<file path="src/rtl/freq_meter_map.svh">
`ifndef FREQ_METER_MAP_SVH
`define FREQ_METER_MAP_SVH
// ----------------------------------------------------------------------------
// input use codes
// ----------------------------------------------------------------------------
`define USE_EDGE_RATE       3'h3
`define USE_PERIOD          3'h4
// ----------------------------------------------------------------------------
// gate time codes
// ----------------------------------------------------------------------------
`define GATE_100MS          2'h0
`define GATE_1S             2'h1
`define GATE_10S            2'h2
// ----------------------------------------------------------------------------
// timing
// ----------------------------------------------------------------------------
`define CLK_PERIOD_PS       5000
`define TICK_INTERVAL_PS    500000
`define TICK_CYCLES         (`TICK_INTERVAL_PS / `CLK_PERIOD_PS)
`define GATE_100MS_TICKS    200000
`define GATE_1S_TICKS       2000000
`define GATE_10S_TICKS      20000000
// ----------------------------------------------------------------------------
// result values
// ----------------------------------------------------------------------------
`define RESULT_ALL_ONES     24'hFF_FFFF
`define FREQ_INVALID        24'h0F_FFFF
`endif

</file>
<file path="src/rtl/freq_meter_pkg.sv">
`default_nettype none
package freq_meter_pkg;
    typedef enum logic [1:0] {
        ST_IDLE,
        ST_FREQ,
        ST_WAIT_EDGE,
        ST_PERIOD
    } meas_state_e;
    typedef logic [23:0] result_t;
endpackage
`default_nettype wire

</file>
<file path="src/rtl/freq_period_meter.sv">
`include "freq_meter_map.svh"
`default_nettype none
module freq_period_meter (
    // clock and reset
    input  wire logic        CLK,
    input  wire logic        SRST,
    // configuration
    input  wire logic [2:0]  INPUT_USE,
    input  wire logic [1:0]  GATE_TIME,
    // measurement input
    input  wire logic        MEAS_IN,
    // result
    output logic [7:0]       RESULT_B0,
    output logic [7:0]       RESULT_B1,
    output logic [7:0]       RESULT_B2,
    output logic             RESULT_VALID,
    output logic             RESULT_STROBE
);
    // ------------------------------------------------------------------------
    // state
    // ------------------------------------------------------------------------
    typedef struct packed {
        freq_meter_pkg::meas_state_e    state;
        logic                           in_d;
        logic [2:0]                     use_d;
        logic [1:0]                     gate_d;
        logic [24:0]                    gate_cnt;
        freq_meter_pkg::result_t        acc;
        freq_meter_pkg::result_t        result;
        logic                           valid;
        logic                           strobe;
    } meter_s;

    meter_s                      st_r;
    meter_s                      st_nxt;
    logic                        tick;
    logic                        rise;
    logic                        tick_restart;
    logic                        cfg_change;
    logic                        period_mode;
    logic                        gate_end;
    logic                        acc_full;
    logic [23:0]                 acc_inc;
    logic [23:0]                 period_count;
    logic [24:0]                 gate_len;
    freq_meter_pkg::meas_state_e start_state;
    freq_meter_pkg::result_t     start_result;

    // ------------------------------------------------------------------------
    // half microsecond time base
    // ------------------------------------------------------------------------
    tick_gen #(
        .CYCLES (`TICK_CYCLES)
    ) u_tick (
        .clk     (CLK),
        .srst    (SRST),
        .restart (tick_restart),
        .tick    (tick)
    );

    // ------------------------------------------------------------------------
    // input edge and configuration decode
    // ------------------------------------------------------------------------
    // a mode starts only after idle has refreshed the previous sample, so reset leaves no false edge
    assign rise = MEAS_IN & ~st_r.in_d;
    // a change of use or gate restarts the measurement from scratch
    assign cfg_change = (INPUT_USE != st_r.use_d) || (GATE_TIME != st_r.gate_d);
    assign period_mode = (st_r.state == freq_meter_pkg::ST_WAIT_EDGE)
        || (st_r.state == freq_meter_pkg::ST_PERIOD);
    // realign the time base at every period edge so ticks are counted from the edge
    assign tick_restart = period_mode && rise;

    // ------------------------------------------------------------------------
    // gate length in ticks
    // ------------------------------------------------------------------------
    always_comb begin
        case (st_r.gate_d)
            `GATE_100MS: gate_len = 25'(`GATE_100MS_TICKS);
            `GATE_1S:    gate_len = 25'(`GATE_1S_TICKS);
            `GATE_10S:   gate_len = 25'(`GATE_10S_TICKS);
            default:     gate_len = 25'(`GATE_1S_TICKS);
        endcase
    end

    // the last tick of the gate closes it
    assign gate_end = tick && (st_r.gate_cnt == gate_len - 25'h000_0001);

    // ------------------------------------------------------------------------
    // accumulator helpers
    // ------------------------------------------------------------------------
    assign acc_full = (st_r.acc == `RESULT_ALL_ONES);
    // the count holds at all ones instead of wrapping
    assign acc_inc = acc_full ? st_r.acc : st_r.acc + 24'h00_0001;
    // a tick that lands on the closing edge still belongs to the period just ended
    assign period_count = tick ? acc_inc : st_r.acc;

    // ------------------------------------------------------------------------
    // values a mode starts from
    // ------------------------------------------------------------------------
    always_comb begin
        case (st_r.use_d)
            `USE_EDGE_RATE: begin
                start_state  = freq_meter_pkg::ST_FREQ;
                start_result = `FREQ_INVALID;
            end
            `USE_PERIOD: begin
                start_state  = freq_meter_pkg::ST_WAIT_EDGE;
                start_result = 24'h00_0000;
            end
            default: begin
                // other uses leave the block idle with a zero result
                start_state  = freq_meter_pkg::ST_IDLE;
                start_result = 24'h00_0000;
            end
        endcase
    end

    // ------------------------------------------------------------------------
    // next state
    // ------------------------------------------------------------------------
    // idle waits one cycle with the new configuration; frequency mode counts edges per gate;
    // period mode first waits for an edge, then counts ticks from edge to edge
    always_comb begin
        st_nxt = st_r;
        st_nxt.in_d = MEAS_IN;
        st_nxt.use_d = INPUT_USE;
        st_nxt.gate_d = GATE_TIME;
        st_nxt.strobe = 1'b0;
        if (cfg_change) begin
            st_nxt.state = freq_meter_pkg::ST_IDLE;
        end else begin
            case (st_r.state)
                freq_meter_pkg::ST_IDLE: begin
                    st_nxt.gate_cnt = 25'h000_0000;
                    st_nxt.acc = 24'h00_0000;
                    st_nxt.valid = 1'b0;
                    st_nxt.state = start_state;
                    st_nxt.result = start_result;
                end
                freq_meter_pkg::ST_FREQ: begin
                    if (gate_end) begin
                        // latch and restart in the same cycle; a coincident edge opens the new gate
                        st_nxt.result = st_r.acc;
                        st_nxt.acc = rise ? 24'h00_0001 : 24'h00_0000;
                        st_nxt.gate_cnt = 25'h000_0000;
                        st_nxt.valid = 1'b1;
                        st_nxt.strobe = 1'b1;
                    end else begin
                        if (tick) begin
                            st_nxt.gate_cnt = st_r.gate_cnt + 25'h000_0001;
                        end
                        if (rise) begin
                            st_nxt.acc = acc_inc;
                        end
                    end
                end
                freq_meter_pkg::ST_WAIT_EDGE: begin
                    if (rise) begin
                        st_nxt.acc = 24'h00_0000;
                        st_nxt.state = freq_meter_pkg::ST_PERIOD;
                    end
                end
                freq_meter_pkg::ST_PERIOD: begin
                    if (rise) begin
                        st_nxt.result = period_count;
                        st_nxt.acc = 24'h00_0000;
                        st_nxt.valid = 1'b1;
                        st_nxt.strobe = 1'b1;
                    end else if (tick) begin
                        st_nxt.acc = acc_inc;
                    end
                    // saturated count stands as result; no other indication exists
                    if (acc_full && st_r.result != `RESULT_ALL_ONES) begin
                        st_nxt.result = `RESULT_ALL_ONES;
                        st_nxt.valid = 1'b1;
                        st_nxt.strobe = 1'b1;
                    end
                end
                default: begin
                    st_nxt.state = freq_meter_pkg::ST_IDLE;
                end
            endcase
        end
    end

    // ------------------------------------------------------------------------
    // registers
    // ------------------------------------------------------------------------
    always_ff @(posedge CLK) begin
        if (SRST) begin
            st_r <= '0;
        end else begin
            st_r <= st_nxt;
        end
    end

    // ------------------------------------------------------------------------
    // outputs
    // ------------------------------------------------------------------------
    assign RESULT_B0 = st_r.result[7:0];
    assign RESULT_B1 = st_r.result[15:8];
    assign RESULT_B2 = st_r.result[23:16];
    assign RESULT_VALID = st_r.valid;
    assign RESULT_STROBE = st_r.strobe;
endmodule // freq_period_meter
`default_nettype wire

</file>
<file path="src/rtl/tick_gen.sv">
`include "freq_meter_map.svh"
`default_nettype none
module tick_gen #(
    parameter int unsigned CYCLES = 100
) (
    input  wire logic clk,
    input  wire logic srst,
    input  wire logic restart,
    output logic      tick
);
    typedef struct packed {
        logic [7:0] cnt;
        logic       tick;
    } tick_s;
    tick_s st_r;
    tick_s st_nxt;

    always_comb begin
        st_nxt = st_r;
        st_nxt.tick = 1'b0;
        if (restart) begin
            // the restart cycle is already the first cycle of the new interval
            st_nxt.cnt = 8'h01;
        end else if (st_r.cnt == 8'(CYCLES - 1)) begin
            st_nxt.cnt = 8'h00;
            st_nxt.tick = 1'b1;
        end else begin
            st_nxt.cnt = st_r.cnt + 8'h01;
        end
    end

    always_ff @(posedge clk) begin
        if (srst) begin
            st_r <= '0;
        end else begin
            st_r <= st_nxt;
        end
    end

    assign tick = st_r.tick;
endmodule // tick_gen
`default_nettype wire

</file>
<file path="config.mk">
export PLATFORM = sky130hd
export DESIGN_NAME = freq_period_meter
export DESIGN_NICKNAME = d
export VERILOG_FILES = /design/src/rtl/freq_meter_pkg.sv /design/src/rtl/freq_period_meter.sv /design/src/rtl/tick_gen.sv
export VERILOG_INCLUDE_DIRS = /design/src /design/src/rtl
export SDC_FILE = /design/constraint.sdc
export NUM_CORES = 1
export LEC_CHECK = 0
export BUFFER_PORTS_ARGS = -buffer_cell sky130_fd_sc_hd__clkbuf_2
export CORE_MARGIN = 1
export CORE_UTILIZATION = 40
export DETAILED_ROUTE_END_ITERATION = 8
export PLACE_DENSITY_LB_ADDON = 0.08
export SETUP_SLACK_MARGIN = 0.5
export SLEW_MARGIN = 20
export SYNTH_ARGS = -nofsm -noshare
export SYNTH_HDL_FRONTEND = slang
export SYNTH_SLANG_ARGS = --single-unit
</file>
<file path="constraint.sdc">
create_clock -name CLK -period 3.48 [get_ports CLK]
set_clock_uncertainty 0.15 [all_clocks]
set_input_delay 0 -clock CLK [delete_from_list [all_inputs] [get_ports CLK]]
set_output_delay 0 -clock CLK [all_outputs]
set_load 0.1 [all_outputs]
</file>
# Yosys cells after proc, flatten, opt, wreduce, memory -nomap -nowiden
# Cells that the tools add are included.
# word_totals
register_bits	92
latchBits	0
ramBits	0
rom_bits	0
inputBits	8
elab_cells	76
memories	0
# classes
n_addsub	4
multipliers	0
n_div	0
order_cmp	0
eq_ne	17
shift	0
n_mux	23
bitwise_logic	3
n_reduce_logical	17
# op_table
cell	n
24-bit 2-to-1 mux	5
25-bit one-hot mux with 2 select lines	2
24-bit one-hot mux with 4 select lines	1
26-bit 2-to-1 mux	3
25-bit one-hot mux with 3 select lines	1
49-bit 2-to-1 mux	1
25-bit by 1-bit adder with 25-bit output (second input constant)	1
25-bit equality test	1
25-bit 2-to-1 mux	1
25-bit by 1-bit subtractor with 25-bit output (second input constant)	1
24-bit by 1-bit adder with 24-bit output (second input constant)	1
24-bit equality test (second input constant)	1
24-bit inequality test (second input constant)	1
20-bit 2-to-1 mux	1
8-bit by 1-bit adder with 8-bit output (second input constant)	1
8-bit by 7-bit equality test with 1-bit output (second input constant)	1
2-bit one-hot mux with 2 select lines	2
2-bit equality test (second input constant)	3
3-bit by 2-bit inequality test with 1-bit output (second input constant)	2
3-bit AND reduction	2
2-bit logical NOT	2
1-bit 2-to-1 mux	4
2-bit inequality test (second input constant)	2
4-bit AND reduction	1
other kinds (17)	23

# Logic depth before layout (Yosys ltp)
# depth
depth_word	7
ltp_mapped	10
depth_no_buf	8

# By module
# Synthesis repeated with hierarchy kept, for this count alone.
# unflattened
cells_unflattened	667
hier_area_um2	5358.9
# modules_own_cells
mod	instances	cells_each	area_per_inst_um2	seq_area_each_um2
freq_period_meter	1	625	4969.8	1661.6
tick_gen	1	42	389.1	180.2

# Least setup slack after synthesis
# Ideal clock, no wire load.
# synth_path
kind	reg2reg
start	register st_r[26] (netlist name)
end	register st_r (netlist bit RESULT_B2[2])
setup_time_ns	0.122
arrival_time_ns	2.230
slack_ns	0.978
stages_incl_launch_ff	10
period_less_slack_ns	2.502
path_cell_list	dfxtp_1 > ha_1 > nand2_1 > or3_4 > or3_4 > nor2_4 > o21a_2 > a21oi_2 > buf_6 > a221o_1
# synth_between
elab_chain_cells	6
word_cells_on_any_way	10
# synth_rtl
element	line_no	text
from (decl)	freq_period_meter.sv:34	meter_s st_r;
from (signal assigned)	freq_period_meter.sv:193	st_r <= st_nxt;
24-bit by 1-bit adder with 24-bit output / 24-bit equality test (equally long branches)	n/a	
24-bit 2-to-1 mux	freq_period_meter.sv:93	assign acc_inc = acc_full ? st_r.acc : st_r.acc + 24'h00_0001;
24-bit 2-to-1 mux	n/a	
26-bit 2-to-1 mux	freq_period_meter.sv:164	if (rise) begin
26-bit 2-to-1 mux	freq_period_meter.sv:173	if (acc_full && st_r.result != `RESULT_ALL_ONES) begin
25-bit one-hot mux with 3 select lines	freq_period_meter.sv:132	case (st_r.state)
# Several ways; a longest one is shown, not always the timed one. The select of a mux whose other input is x is not followed.
# A chain may end at the register's enable or synchronous reset.

# Worst setup path after layout
# layout_path
start	register st_r[26] (netlist name)
end	register st_r (netlist bit RESULT_B1[4])
# Same word-level chain as after synthesis.

==> flow_metrics.py <==
metrics = {
    "outcome": {
        "status": "completed",
    },
    "floorplan": {
        "die_area_sq_mm": 0.0143,
        "io_pins": 34,
        "num_rows": 42,
        "dieWidth_um": 120,
        "die_y_um": 120,
        "start_util": 0.414,
        "core_sq_mm": 0.0133,
    },
    "grt": {
        "overflow": 0,
        "grt_pass1_vias": 4754,
        "grt_antenna_before_repair": 0,
        "grt_max_degree": 42,
        "track_usage": 0.228,
        "grt_pass1_wl_mm": 25.6,
    },
    "worst_setup_path": {
        "crit_chain": "ha_1, nand2_1, or3_4, or3_4, nor2_4, o21a_2, a21oi_2, buf_4, a221o_1",
        "arrival_ns": 2.99,
        "required_ns": 3.56,
        "startpoint_type": "flop",
        "slowest_delay_ns": 0.49,
        "path_depth": 9,
        "cp_num_buf_inv": 1,
        "reg2reg_slack_ns": 0.57,
        "cpMaxStageDelayCell": "dfxtp_1",
        "path_delay_family": "simple AND/OR/NAND/NOR gates",
        "rr_worst_depth": 9,
        "r2r-end": "RESULT_B1[4]$_SDFFE_PP0P_",
        "crit_path_end_kind": "flop",
        "r2r_start": "st_r[26]$_SDFFE_PP0P_",
        "critPathMaxFanout": 24,
        "path_common_cell": "or3_4",
        "path_class": "flop to flop",
    },
    "yosys": {
        "ys_seq_area_frac": 0.333,
        "syn_area_per_cell_sq_um": 8.20,
        "netlist_instances": 674,
        "yosysWarningCount": 0,
        "syn_area_sq_mm": 0.00553,
        "synthesis.nets": 685,
        "async_flop_share": 0,
        "synth_cell_type_count": 74,
        "ys_seq_elements": 92,
        "synth_edf_count": 0,
        "synth_ff_type": "dfxtp_1",
    },
    "hold_path": {
        "hold_start": "st_r[51]$_SDFFE_PP0P_",
        "min_path_cells": 2,
        "hold_path_end": "st_r[51]$_SDFFE_PP0P_",
        "min_path_type": "flop to flop",
    },
    "drt": {
        "antenna_left": 0,
        "vias_per_cell": 5.92,
        "vias": 5094,
        "first_pass_iters": 7,
        "detail_route.wirelength_mm": 15.6,
        "drtIter0Drc": 477,
        "drc": 0,
        "wl_per_cell_um": 18.2,
    },
    "cts": {
        "clock_path_buffers": 2,
        "clkTransAtPathRegs_ns": 0.07,
        "cts_max_level": 3,
        "cts_root_buf": "clkbuf_16",
        "cts_made_buffers": 9,
        "cts.sinks": 92,
        "postCtsSetupRepairBufs": 0,
        "clock_latency_ns": 0.36,
        "tritoncts": "yes",
    },
    "timing": {
        "max_freq_mhz": 344,
        "finalWorstPathRequiredPeriod_ns": 2.91,
        "fin_crit_sh": 0.835,
        "finalMaxSlewViolations": 0,
        "worst_pin_slew_ns": 0.686,
        "worst_hold_slack_ns": 0.337,
        "setup-violations-final": 0,
        "grt_setup_unrepaired": "no",
        "finalSetupTns_ns": 0,
        "maxSlewHeadroom": 0.539,
        "hold_viol": 0,
    },
    "pwr": {
        "finalPower_mw": 2.13,
        "p_per_area_mw_per_mm2": 350,
        "ir_drop_v": 0.000267,
        "leakagePower_nw": 2.18,
    },
    "layout": {
        "fillers": 1334,
        "nNetsFinal": 690,
        "multi_input_area_sq_mm": 0.00326,
        "area_growth_pct": 10.3,
        "regArea_sq_mm": 0.00184,
        "layout_common_cells": "dfxtp_1, nor2_1, nand2_1",
        "num_antenna_cells": 0,
        "final_common_cell": "dfxtp_1",
        "drive_gt1_frac": 0.137,
    },
    "placed_design": {
        "dp_hpwl_mm": 11.0,
        "gp_congestion": 0.839,
        "portBuffers": 33,
    },
    "run": {
        "maxCapViolations": 0,
    },
}
[flip-flops by register name, summed over array words and instances (netlist names)]
signal / flops
st_r: 57
RESULT_B0: 8
RESULT_B1: 8
RESULT_B2: 8
u_tick.st_r: 8
RESULT_STROBE: 1
RESULT_VALID: 1
u_tick.tick: 1
[routing by layer]
metal	vias up	global-route usage	part of all wire
li1	2487	-	-
met1	2428	0.324	0.49
met2	165	0.332	0.43
met3	14	0.0613	0.069
met4	0	0.0734	0.013
met5	-	0	0
[tightest hold or removal path: stages (launching register included)]
cell and delay [ns]:
dfxtp_1 0.32, nand2b_1 0.07, a21oi_1 0.05
[what timing repair did]
item,CTS,global route
setup endpoints to repair,2,10
cloned,0,0
hold endpoints to repair,11,0
pin swaps,0,0
gates resized for setup,1,3
hold buffers,13,0
[stage by stage]
step	utilization	cell area, sq um	instances	setup slack (ns)
6_report	0.457	6100	860	0.574
5_1_grt	0.457	6100	860	0.502
4_1_cts	0.455	6080	860	0.575
3_5_place_dp	0.424	5660	831	0.473
3_3_place_gp	0.424	5660	831	0.507
2_1_floorplan	-	5530	674	0.978
[logic make-up after synthesis]
| kind of cell | count (synthesis) | share of synthesized area |
|---|---|---|
| adder cells (fa/ha/maj) | 3 | 0.00679 |
| buffers and inverters | 85 | 0.0842 |
| flip-flops | 92 | 0.333 |
| multiplexers | 4 | 0.00950 |
| AO/OA/AOI/OAI | 167 | 0.228 |
| AND/OR/NAND/NOR | 288 | 0.283 |
| XOR/XNOR | 35 | 0.0554 |
[synthesized netlist by cell type, drive strengths merged (2+ instances only)]
cell,count,area (sq um)
a2111oi,2,55.1
a211o,4,35.0
a21o,13,97.6
a21oi,17,88.8
a221o,20,200
a22o,4,35.0
a22oi,10,75.1
a311oi,2,17.5
a31oi,38,238
a32oi,3,26.3
a41oi,3,26.3
and2,7,46.3
and3,20,125
and4,6,52.6
buf,41,300
clkbuf,27,101
dfxtp,92,1840
ha,3,37.5
inv,16,60.1
mux2i,4,52.6
nand2,52,195
nand2b,6,37.5
nand3,38,195
nand4,26,163
nand4bb,3,33.8
nor2,67,262
nor2b,12,75.1
nor3,20,116
nor3b,3,27.5
nor4,15,121
nor4b,2,17.5
o211a,2,20.0
o211ai,6,45.0
o21a,5,38.8
o21ai,24,124
o22a,3,26.3
o31a,3,26.3
o31ai,2,28.8
or3,4,35.0
or4,2,18.8
xnor2,9,78.8
xor2,26,228
[power breakdown]
group | total (mW) | switching [mW] | internal [mW] | leakage, nW
Sequential | 1.07 | 0.00822 | 1.06 | 0.743
Combinational | 0.0926 | 0.0568 | 0.0359 | 1.30
Clock | 0.971 | 0.443 | 0.528 | 0.135
[worst max path at each step]
stage | end | from
after CTS | st_r[30]$_SDFFE_PP0P_ | st_r[75]$_SDFF_PP0_
after global placement | RESULT_B2[7]$_SDFFE_PP0P_ | st_r[26]$_SDFFE_PP0P_
after global routing | RESULT_B1[0]$_SDFFE_PP0P_ | st_r[26]$_SDFFE_PP0P_
after floorplan | RESULT_B2[2]$_SDFFE_PP0P_ | st_r[26]$_SDFFE_PP0P_
after detailed placement | RESULT_B2[7]$_SDFFE_PP0P_ | st_r[26]$_SDFFE_PP0P_
final | RESULT_B1[4]$_SDFFE_PP0P_ | st_r[26]$_SDFFE_PP0P_
[layout make-up]
class,count,share of cell area
multi-input cells,497,0.534
inverters,17,0.0105
clock inverters,4,0.00533
clock buffers,12,0.0421
well taps,176,0.0361
repair buffers,62,0.0702
flip-flops and latches,92,0.302
(Power assumes the default switching activity.)
